--- src/vac_pkg.sv ---
/*
 * Package for the video attribute stage: register indices, field positions,
 * reset values, blink divider figures and the carrier structs.
 * Assumes a single dot clock domain and an 8-bit host I/O port pair.
 */
// Functional notes
// RULE1: Sixteen six-bit palette entries, colour code selects, bits drive the six palette outputs.
// RULE2: Data port write updates the attribute register chosen by the current index.
// RULE3: Mode bit 0 clear selects text attributes, set selects graphics colour handling.
// RULE4: Mode bit 1 set gives monochrome text attributes, clear gives colour text.
// RULE5: Line graphics on copies dot eight into dot nine for codes c0 to df.
// RULE6: Mode bit 3 turns attribute top bit from background intensity into blink.
// RULE7: Character blink divides retrace pulses by 32, sixteen on and sixteen off.
// RULE8: Graphics blink inverts colour bit 3 on alternate sixteen retrace phases.
// RULE9: Text cursor blinks eight retraces on and eight off, independent of characters.
// RULE10: Top panning forces pan to zero from line compare until vertical sync.
// RULE11: Eight-bit mode pairs two nibbles into one pixel at half dot rate.
// RULE12: High bits select replaces video bits 5 and 4 with padding bits 1 and 0; in eight-bit mode the code puts them on video bits 7 and 6.
// RULE13: Border region shows the eight-bit border colour register value.
// RULE14: Cleared plane enable bit forces that colour plane bit to zero before lookup.
// RULE15: Diagnostic select routes video pairs 2/0, 5/4, 3/1, 7/6 to status bits.
// RULE16: Nine-dot text shifts count plus one for 0 to 7, zero for 8.
// RULE17: Eight-dot text and ordinary graphics shift exactly the pan count.
// RULE18: Eight-bit mode shifts half the count; software keeps count bit 0 clear.
// RULE19: Outside eight-bit mode padding bits 3 and 2 drive video bits 7 and 6.
// RULE20: Reset clears mode, border, plane, pan and padding registers; palette undefined.
// RULE21: Status read presets port phase to index; writes toggle it; reads never do.
// RULE22: Index bits 4-0 select register; bit 5 gives palette to display, blocks host.
// RULE23: All pipeline state runs on the dot clock and clears on reset.
package vac_pkg;
	localparam logic [4:0] VAC_IDX_MODE      = 5'h10;
	localparam logic [4:0] VAC_IDX_BORDER    = 5'h11;
	localparam logic [4:0] VAC_IDX_PLANE     = 5'h12;
	localparam logic [4:0] VAC_IDX_PAN       = 5'h13;
	localparam logic [4:0] VAC_IDX_PAD       = 5'h14;
	localparam int         VAC_MODE_GRAPHICS = 0;
	localparam int         VAC_MODE_MONO     = 1;
	localparam int         VAC_MODE_LINEGR   = 2;
	localparam int         VAC_MODE_BLINK    = 3;
	localparam int         VAC_MODE_TOPPAN   = 5;
	localparam int         VAC_MODE_PIX8     = 6;
	localparam int         VAC_MODE_HISEL    = 7;
	localparam int         VAC_IDX_OWNER     = 5;
	localparam logic [7:0] VAC_REG_RESET     = 8'h00;
	localparam logic [7:0] VAC_LINEGR_LO     = 8'hc0;
	localparam logic [7:0] VAC_LINEGR_HI     = 8'hdf;
	localparam logic [3:0] VAC_PAN_NINE_ZERO = 4'h8;
	localparam int         VAC_BLINK_BITS    = 5;
	localparam int         VAC_CHAR_BLINK_B  = 4;
	localparam int         VAC_CURS_BLINK_B  = 3;
	localparam int         VAC_SHIFT_DEPTH   = 16;

	typedef struct packed {
		logic [7:0] mode;
		logic [7:0] border;
		logic [7:0] plane;
		logic [7:0] pan;
		logic [7:0] pad;
	} vac_ctrl_type;

	typedef struct packed {
		logic       text_fg;
		logic       cursor;
		logic       ninth_dot;
		logic [7:0] char_code;
		logic [7:0] attr;
	} vac_text_type;
endpackage : vac_pkg

--- src/vac_attribute.sv ---
/*
 * Attribute stage of a VGA-compatible display path: palette, text and graphics
 * attribute handling, blink, panning, 8-bit pixel assembly and padding.
 * Assumes host I/O strobes are one-cycle pulses on the dot clock and that the
 * colour stream, text attributes and timing flags arrive aligned on that clock.
 */
`timescale 1ns/100ps
`default_nettype none
module vac_attribute
	import vac_pkg::*;
(
	input  wire logic         i_clk,
	input  wire logic         i_rst,
	input  wire logic         i_port_wr,
	input  wire logic         i_index_rd,
	input  wire logic         i_data_rd,
	input  wire logic         i_status_rd,
	input  wire logic [7:0]   i_wdata,
	input  wire logic [3:0]   i_plane_code,
	input  wire vac_text_type i_text,
	input  wire logic         i_border,
	input  wire logic         i_vertical_retrace_pulse,
	input  wire logic         i_line_compare,
	input  wire logic         i_vsync,
	input  wire logic         i_nine_dot,
	output logic      [7:0]   o_rdata,
	output logic      [7:0]   o_video,
	output logic              o_pixel_valid,
	output logic      [1:0]   o_diag_status,
	output logic              o_port_phase_flipflop
);
	vac_ctrl_type ctrl_reg;
	logic [5:0]   palette_entries_reg [16];
	logic [5:0]   index_reg;
	logic         phase_reg;
	logic [VAC_BLINK_BITS-1:0] blink_cnt_reg;
	logic         retrace_seen_reg;
	logic         pan_zero_reg;
	logic         pair_half_reg;
	logic [3:0]   low_nibble_reg;
	logic [7:0]   video_reg;
	logic         valid_reg;
	logic [1:0]   diag_reg;
	logic [7:0]   rdata_reg;

	// -----------------------------------------------------------------
	// Host port decode.
	// -----------------------------------------------------------------
	wire       index_write   = i_port_wr & ~phase_reg;
	wire       data_write    = i_port_wr & phase_reg;
	wire [4:0] reg_sel       = index_reg[4:0];
	wire       palette_owned = index_reg[VAC_IDX_OWNER];
	wire       palette_sel   = (reg_sel[4] == 1'b0);
	wire       pal_host_ok   = palette_sel & ~palette_owned; // RULE22

	wire mode_graphics = ctrl_reg.mode[VAC_MODE_GRAPHICS];
	wire mode_mono     = ctrl_reg.mode[VAC_MODE_MONO];
	wire mode_linegr   = ctrl_reg.mode[VAC_MODE_LINEGR];
	wire mode_blink    = ctrl_reg.mode[VAC_MODE_BLINK];
	wire mode_toppan   = ctrl_reg.mode[VAC_MODE_TOPPAN];
	wire mode_pix8     = ctrl_reg.mode[VAC_MODE_PIX8];
	wire mode_hisel    = ctrl_reg.mode[VAC_MODE_HISEL];

	// -----------------------------------------------------------------
	// Index register and port phase.
	// -----------------------------------------------------------------
	always_ff @(posedge i_clk or posedge i_rst) begin
		if (i_rst) begin
			phase_reg <= 1'b0;
			index_reg <= 6'h00;
		end else begin
			if (i_status_rd) begin
				phase_reg <= 1'b0; // RULE21
			end else if (i_port_wr) begin
				phase_reg <= ~phase_reg; // RULE21
			end
			if (index_write) begin
				index_reg <= i_wdata[5:0];
			end
		end
	end

	// -----------------------------------------------------------------
	// Control registers.
	// -----------------------------------------------------------------
	always_ff @(posedge i_clk or posedge i_rst) begin
		if (i_rst) begin
			ctrl_reg <= {5{VAC_REG_RESET}}; // RULE20
		end else if (data_write) begin
			unique case (reg_sel) // RULE2
				VAC_IDX_MODE:   ctrl_reg.mode   <= i_wdata;
				VAC_IDX_BORDER: ctrl_reg.border <= i_wdata;
				VAC_IDX_PLANE:  ctrl_reg.plane  <= i_wdata;
				VAC_IDX_PAN:    ctrl_reg.pan    <= i_wdata;
				VAC_IDX_PAD:    ctrl_reg.pad    <= i_wdata;
				default:        ctrl_reg        <= ctrl_reg;
			endcase
		end
	end

	// Palette entries carry no reset; they are undefined until written.
	genvar p;
	generate
		for (p = 0; p < 16; p++) begin : g_pal
			always_ff @(posedge i_clk) begin
				if (data_write && pal_host_ok && reg_sel[3:0] == 4'(p)) begin
					palette_entries_reg[p] <= i_wdata[5:0]; // RULE2
				end
			end
		end
	endgenerate

	// -----------------------------------------------------------------
	// Read-back.
	// -----------------------------------------------------------------
	logic [7:0] data_view;
	always_comb begin
		unique case (reg_sel)
			VAC_IDX_MODE:   data_view = ctrl_reg.mode;
			VAC_IDX_BORDER: data_view = ctrl_reg.border;
			VAC_IDX_PLANE:  data_view = ctrl_reg.plane;
			VAC_IDX_PAN:    data_view = ctrl_reg.pan;
			VAC_IDX_PAD:    data_view = ctrl_reg.pad;
			default:        data_view = pal_host_ok ?
				{2'b00, palette_entries_reg[reg_sel[3:0]]} : 8'h00;
		endcase
	end

	always_ff @(posedge i_clk or posedge i_rst) begin
		if (i_rst) begin
			rdata_reg <= 8'h00;
		end else if (i_index_rd) begin
			rdata_reg <= {2'b00, index_reg};
		end else if (i_data_rd) begin
			rdata_reg <= data_view;
		end
	end

	// -----------------------------------------------------------------
	// Blink divider and top panning.
	// -----------------------------------------------------------------
	always_ff @(posedge i_clk or posedge i_rst) begin
		if (i_rst) begin
			blink_cnt_reg    <= '0;
			retrace_seen_reg <= 1'b0;
			pan_zero_reg     <= 1'b0;
		end else begin
			retrace_seen_reg <= i_vertical_retrace_pulse;
			if (i_vertical_retrace_pulse && !retrace_seen_reg) begin
				blink_cnt_reg <= blink_cnt_reg + 1'b1; // RULE7
			end
			if (i_vsync) begin
				pan_zero_reg <= 1'b0; // RULE10
			end else if (i_line_compare && mode_toppan) begin
				pan_zero_reg <= 1'b1; // RULE10
			end
		end
	end

	wire char_blink_off = blink_cnt_reg[VAC_CHAR_BLINK_B]; // RULE7
	wire curs_blink_off = blink_cnt_reg[VAC_CURS_BLINK_B]; // RULE9

	// -----------------------------------------------------------------
	// Text attribute resolution.
	// -----------------------------------------------------------------
	wire [7:0] attr     = i_text.attr;
	wire       linegr   = i_text.char_code >= VAC_LINEGR_LO &&
	                      i_text.char_code <= VAC_LINEGR_HI;
	wire       ninth_fg = mode_linegr & linegr & i_text.text_fg; // RULE5
	wire       dot_fg   = i_text.ninth_dot ? ninth_fg : i_text.text_fg;
	wire       blinking = mode_blink & attr[7] & char_blink_off; // RULE6
	wire       cursor_on = i_text.cursor & ~curs_blink_off; // RULE9
	wire [3:0] bg_color = mode_blink ? {1'b0, attr[6:4]} : attr[7:4]; // RULE6
	wire       mono_ul  = mode_mono & (attr[2:0] == 3'b001); // RULE4
	wire       mono_inv = mode_mono & (attr[6:4] == 3'b111) & (attr[2:0] == 3'b000);
	wire       show_fg  = (dot_fg & ~blinking) | cursor_on | (mono_ul & i_text.ninth_dot);
	wire [3:0] fg_color = mono_inv ? 4'h0 : attr[3:0];
	wire [3:0] bg_eff   = mono_inv ? 4'h7 : (mode_mono ? {bg_color[3], 3'b000} : bg_color);
	wire [3:0] text_code = show_fg ? fg_color : bg_eff; // RULE4

	// -----------------------------------------------------------------
	// Graphics blink, mode select, plane mask.
	// -----------------------------------------------------------------
	wire [3:0] gfx_code  = {i_plane_code[3] ^ (mode_blink & char_blink_off),
	                        i_plane_code[2:0]}; // RULE8
	wire [3:0] src_code  = mode_graphics ? gfx_code : text_code; // RULE3
	wire [3:0] mask_code = src_code & ctrl_reg.plane[3:0]; // RULE14

	// -----------------------------------------------------------------
	// Pan amount and shift.
	// -----------------------------------------------------------------
	wire [3:0] pan_prog  = (pan_zero_reg & mode_toppan) ? 4'h0 : ctrl_reg.pan[3:0]; // RULE10
	wire [3:0] pan_nine  = (pan_prog == VAC_PAN_NINE_ZERO) ? 4'h0 :
	                       4'({1'b0, pan_prog[2:0]} + 4'h1); // RULE16
	wire [3:0] pan_eight = {1'b0, pan_prog[2:0]}; // RULE17
	wire [3:0] pan_pix8  = {1'b0, pan_prog[3:1]}; // RULE18
	wire [3:0] pan_sel   = mode_pix8 ? {pan_pix8[2:0], 1'b0} :
	                       ((!mode_graphics && i_nine_dot) ? pan_nine : pan_eight);
	wire [3:0] shifted_code;

	vac_pan_shift u_pan (
		.i_clk  (i_clk),
		.i_rst  (i_rst),
		.i_code (mask_code),
		.i_shift(pan_sel),
		.o_code (shifted_code)
	);

	// -----------------------------------------------------------------
	// Palette lookup and output formation.
	// -----------------------------------------------------------------
	wire [5:0] pal_out  = palette_entries_reg[shifted_code]; // RULE1
	wire [1:0] hi54     = mode_hisel ? ctrl_reg.pad[1:0] : pal_out[5:4]; // RULE12
	wire [7:0] pix4_val = {ctrl_reg.pad[3:2], hi54, pal_out[3:0]}; // RULE19
	wire [7:0] pix8_val = {low_nibble_reg, pal_out[3:0]}; // RULE11
	wire       border_now = i_border;

	always_ff @(posedge i_clk or posedge i_rst) begin
		if (i_rst) begin
			pair_half_reg  <= 1'b0;
			low_nibble_reg <= 4'h0;
			video_reg      <= 8'h00;
			valid_reg      <= 1'b0;
		end else if (border_now) begin
			pair_half_reg <= 1'b0;
			video_reg     <= ctrl_reg.border; // RULE13
			valid_reg     <= 1'b1;
		end else if (mode_pix8) begin
			pair_half_reg <= ~pair_half_reg; // RULE11
			if (!pair_half_reg) begin
				low_nibble_reg <= {hi54, pal_out[3:2]};
				valid_reg      <= 1'b0;
			end else begin
				video_reg <= pix8_val; // RULE11
				valid_reg <= 1'b1;
			end
		end else begin
			pair_half_reg <= 1'b0;
			video_reg     <= pix4_val;
			valid_reg     <= 1'b1;
		end
	end

	// -----------------------------------------------------------------
	// Diagnostic status.
	// -----------------------------------------------------------------
	wire [1:0] diag_sel = ctrl_reg.plane[5:4];
	wire [1:0] diag_pick = (diag_sel == 2'b00) ? {video_reg[2], video_reg[0]} :
	                       (diag_sel == 2'b01) ? {video_reg[5], video_reg[4]} :
	                       (diag_sel == 2'b10) ? {video_reg[3], video_reg[1]} :
	                                             {video_reg[7], video_reg[6]}; // RULE15

	always_ff @(posedge i_clk or posedge i_rst) begin
		if (i_rst) begin
			diag_reg <= 2'b00;
		end else begin
			diag_reg <= diag_pick; // RULE15
		end
	end

	assign o_rdata               = rdata_reg;
	assign o_video               = video_reg;
	assign o_pixel_valid         = valid_reg;
	assign o_diag_status         = diag_reg;
	assign o_port_phase_flipflop = phase_reg;
endmodule : vac_attribute
`default_nettype wire

--- src/vac_pan_shift.sv ---
/*
 * Horizontal pan delay line: holds the last sixteen 4-bit colour codes and
 * returns the one selected by the shift amount.
 * Assumes the caller computes the shift in dot-clock positions.
 */
`timescale 1ns/100ps
`default_nettype none
module vac_pan_shift
	import vac_pkg::*;
(
	input  wire logic       i_clk,
	input  wire logic       i_rst,
	input  wire logic [3:0] i_code,
	input  wire logic [3:0] i_shift,
	output logic      [3:0] o_code
);
	logic [3:0] tap_reg [VAC_SHIFT_DEPTH];

	// -----------------------------------------------------------------
	// Delay taps.
	// -----------------------------------------------------------------
	genvar g;
	generate
		for (g = 0; g < VAC_SHIFT_DEPTH; g++) begin : g_tap
			always_ff @(posedge i_clk or posedge i_rst) begin
				if (i_rst) begin
					tap_reg[g] <= 4'h0;
				end else begin
					tap_reg[g] <= (g == 0) ? i_code : tap_reg[(g == 0) ? 0 : g - 1]; // RULE23
				end
			end
		end
	endgenerate

	// A larger shift reads a younger tap, so the picture moves left.
	assign o_code = tap_reg[4'(VAC_SHIFT_DEPTH - 1) - i_shift];
endmodule : vac_pan_shift
`default_nettype wire

--- config.mk ---
export PLATFORM = sky130hd
export DESIGN_NAME = vac_attribute
export DESIGN_NICKNAME = d
export VERILOG_FILES = /design/src/vac_pkg.sv /design/src/vac_attribute.sv /design/src/vac_pan_shift.sv
export SDC_FILE = /design/constraint.sdc
export NUM_CORES = 1
export LEC_CHECK = 0
export BUFFER_PORTS_ARGS = -buffer_cell sky130_fd_sc_hd__buf_4
export CORE_MARGIN = 1.5
export CORE_UTILIZATION = 35
export DETAILED_ROUTE_END_ITERATION = 10
export GPL_ROUTABILITY_DRIVEN = 0
export PLACE_DENSITY_LB_ADDON = 0.05
export SLEW_MARGIN = 0
export SYNTH_ARGS = -nofsm -noshare
export SYNTH_HDL_FRONTEND = slang
export SYNTH_SLANG_ARGS = --single-unit
--- constraint.sdc ---
create_clock -name i_clk -period 5.7 [get_ports i_clk]
set_input_delay 0.285 -clock i_clk [delete_from_list [all_inputs] [get_ports i_clk]]
set_output_delay 0.285 -clock i_clk [all_outputs]
set_load 0.1 [all_outputs]
==> metrics.txt <==
final core utilization=41.3%; crit path DAT=5.31 ns; setup bufs post-CTS=0; minimum clock period=4.89 ns; port bufs=56; 1st-iter DRT viols=734; total die area=32700 um2; die height=181 um; total nets after synthesis=831; ys flop type=dfrtp_1; CTS root buffer=clkbuf_16; cts hold-fix bufs=5; antenna viol nets, final=0; register area share after synthesis=58.2%; CTS tree=done; r2r worst-path depth=14; Synth top area share=32.1%; Final Hold Vio Count=0; Synth area leaders=dfrtp_1 (32%), edfxtp_1 (26%), mux4_2 (7.3%); Max VDD drop=0.000222 V; post-cts resize count=0; area grow syn2layout=15.1%; placed wire-length estimate=20900 um; maximum root-to-sink buffer count=3; MaxCap Viol Count=0; synthesized area per cell=14.1 um2; gr ovfl total=0; HP Start=i_border; DR pass1 iterations=5; number of different library cells in the post-synthesis netlist=87; Yosys warnings=0; max reg flops=96; Routed WL=30500 um; Synth Cell Area=11100 um2; via count=7000; DR WL/cell=24.2 um; most frequent cell after synthesis=dfrtp_1; first-pass GRT wire length=47000 um; DIE WIDTH=181 um; core area=30800 um2; Pwr per Cell Area=405 nW/um2; setup TNS=0 ns; # DRC=0; nature of the critical path endpoint=flop; Rel. slew slack=37.0%; diode count=0; vias per inst=5.55; WP data required=6.12 ns; Inserted Clock Buffers=27; FMAX=204 MHz; r2r setup slk=0.81 ns; vias in the first global route=7325; most frequent cells after synthesis=dfrtp_1 (142), edfxtp_1 (96), mux2i_1 (72); RSZ-0062 raised after global routing=no; WHS Path Cells=2; Setup Skew=0.0148 ns; Static Leakage=5.11 nW; critical path class=flop to flop; largest net degree at the start of global routing=86; # rows=64; Slew Viols, Final=0; worst skew pair latency=0.55 ns; Starting Density=35.9%; Hold WC Path Type=primary input to flop; Boundary Pins=62; startpoint types=flop; synthesized instance count=786; clk slew on worst S/H paths=0.06 ns; Post-synth ARST share=59.7%; largest area contributor in the netlist=dfrtp_1; GRT Total Usage=19.1%; R2R Path End=low_nibble_reg[3]; crit path max fanout=19; clk sinks=238; antenna violations before repair=1; worst r2r src=ctrl_reg[8]; Worst-Margin Slew=0.938 ns; status=finished, final reports clean; nets=889; proportion of layout cells with a drive suffix above 1=26.8%; final setup vio count=0; Post-synth EDFFs=96; htree depth=1; final period utilization=85.8%; Synth Register Bits=238; Hold Path End=o_video[6]
[layout by cell type (no fill, tap or decap), types with 4 or more instances in the layout]
cell           instances
o22ai_1                6
mux2_2                58
buf_4                 68
o21ai_0               29
dlygate4sd3_1          5
nor3_1                 9
o21ai_1               10
a211oi_1               6
nand2b_1              10
nand3_1               21
nand4_1                5
nor2b_1                7
mux4_2                36
mux2i_1               72
dfrtp_1              140
nand2_1               45
clkinvlp_4             6
nor2_1                35
a21oi_1               25
inv_1                  8
and3_1                 8
clkinv_2               7
and2_1                 5
edfxtp_1              96
a22oi_1               16
clkbuf_16             27
xnor2_1                4
[per-layer routing]
metal | share of wire (%) | GRT usage, % | up-vias
met5 | 0.043 | 0 | -
met4 | 2.5 | 5.21 | 2
met3 | 5.4 | 2.90 | 45
met2 | 44 | 28.2 | 219
met1 | 48 | 29.0 | 3595
li1 | - | - | 3139
[final cells by class]
class,count,area [um2]
sequential,238,6440
clock buffer,31,701
timing repair buffer,73,561
inverter,12,52.6
fill,2851,18100
multi-input combinational,492,4320
clock inverter,19,165
tap,396,495
[metrics by stage]
step	instances	hold slack, ns	instance area (um2)	total power, mW	worst slack, ns
detailed placement	1206	0.353	11800	3.48	0.945
global route	1261	0.0260	12700	5.40	0.575
finish	1261	0.0323	12700	5.15	0.807
floorplan	786	0.316	11100	3.13	1.61
global placement	1206	0.351	11800	3.46	1.04
CTS	1261	0.00761	12700	5.21	0.930
[worst max path at each step]
| stage | cells past startpoint | slack (ns) | to | startpoint |
|---|---|---|---|---|
| 6_report | 14 | 0.81 | low_nibble_reg[3] | ctrl_reg[8] |
| 5_1_grt | 14 | 0.57 | low_nibble_reg[3] | ctrl_reg[8] |
| 4_1_cts | 15 | 0.93 | low_nibble_reg[3] | ctrl_reg[8] |
| 3_3_place_gp | 14 | 1.04 | low_nibble_reg[3] | ctrl_reg[8] |
| 3_5_place_dp | 15 | 0.95 | low_nibble_reg[3] | ctrl_reg[8] |
| 2_1_floorplan | 1 | 1.61 | blink_cnt_reg[0] | i_rst |
[logic make-up (layout without fill, tap and decap cells)]
logic type / count (synthesis) / after routing / share of synthesized area (%)
flops: 238 / 238 / 58.2
simple gates: 174 / 174 / 8.56
mux: 171 / 171 / 20.5
compound gates: 139 / 139 / 9.21
buf+inv: 56 / 135 / 2.78
xor+xnor: 5 / 5 / 0.396
fa+ha+maj: 3 / 3 / 0.339
[critical path, cell delays in order, from the launching register on]
cell and delay (ns):
dfrtp_1 0.59, a21boi_4 0.43, inv_4 0.12, ha_1 0.36
nand4bb_2 0.19, a21boi_4 0.33, o311ai_0 0.20, o21ai_1 0.17
o221ai_1 0.29, nor2_4 0.58, nor2b_1 0.10, a2111oi_0 0.70
o41a_1 0.30, o21ai_1 0.14, mux2_2 0.28
[report_power, final]
| part | switching, mW | internal [mW] |
|---|---|---|
| logic | 0.814 | 0.507 |
| clock network | 0.730 | 0.975 |
| registers | 0.183 | 1.94 |
Power figures use the tool's default switching activity.
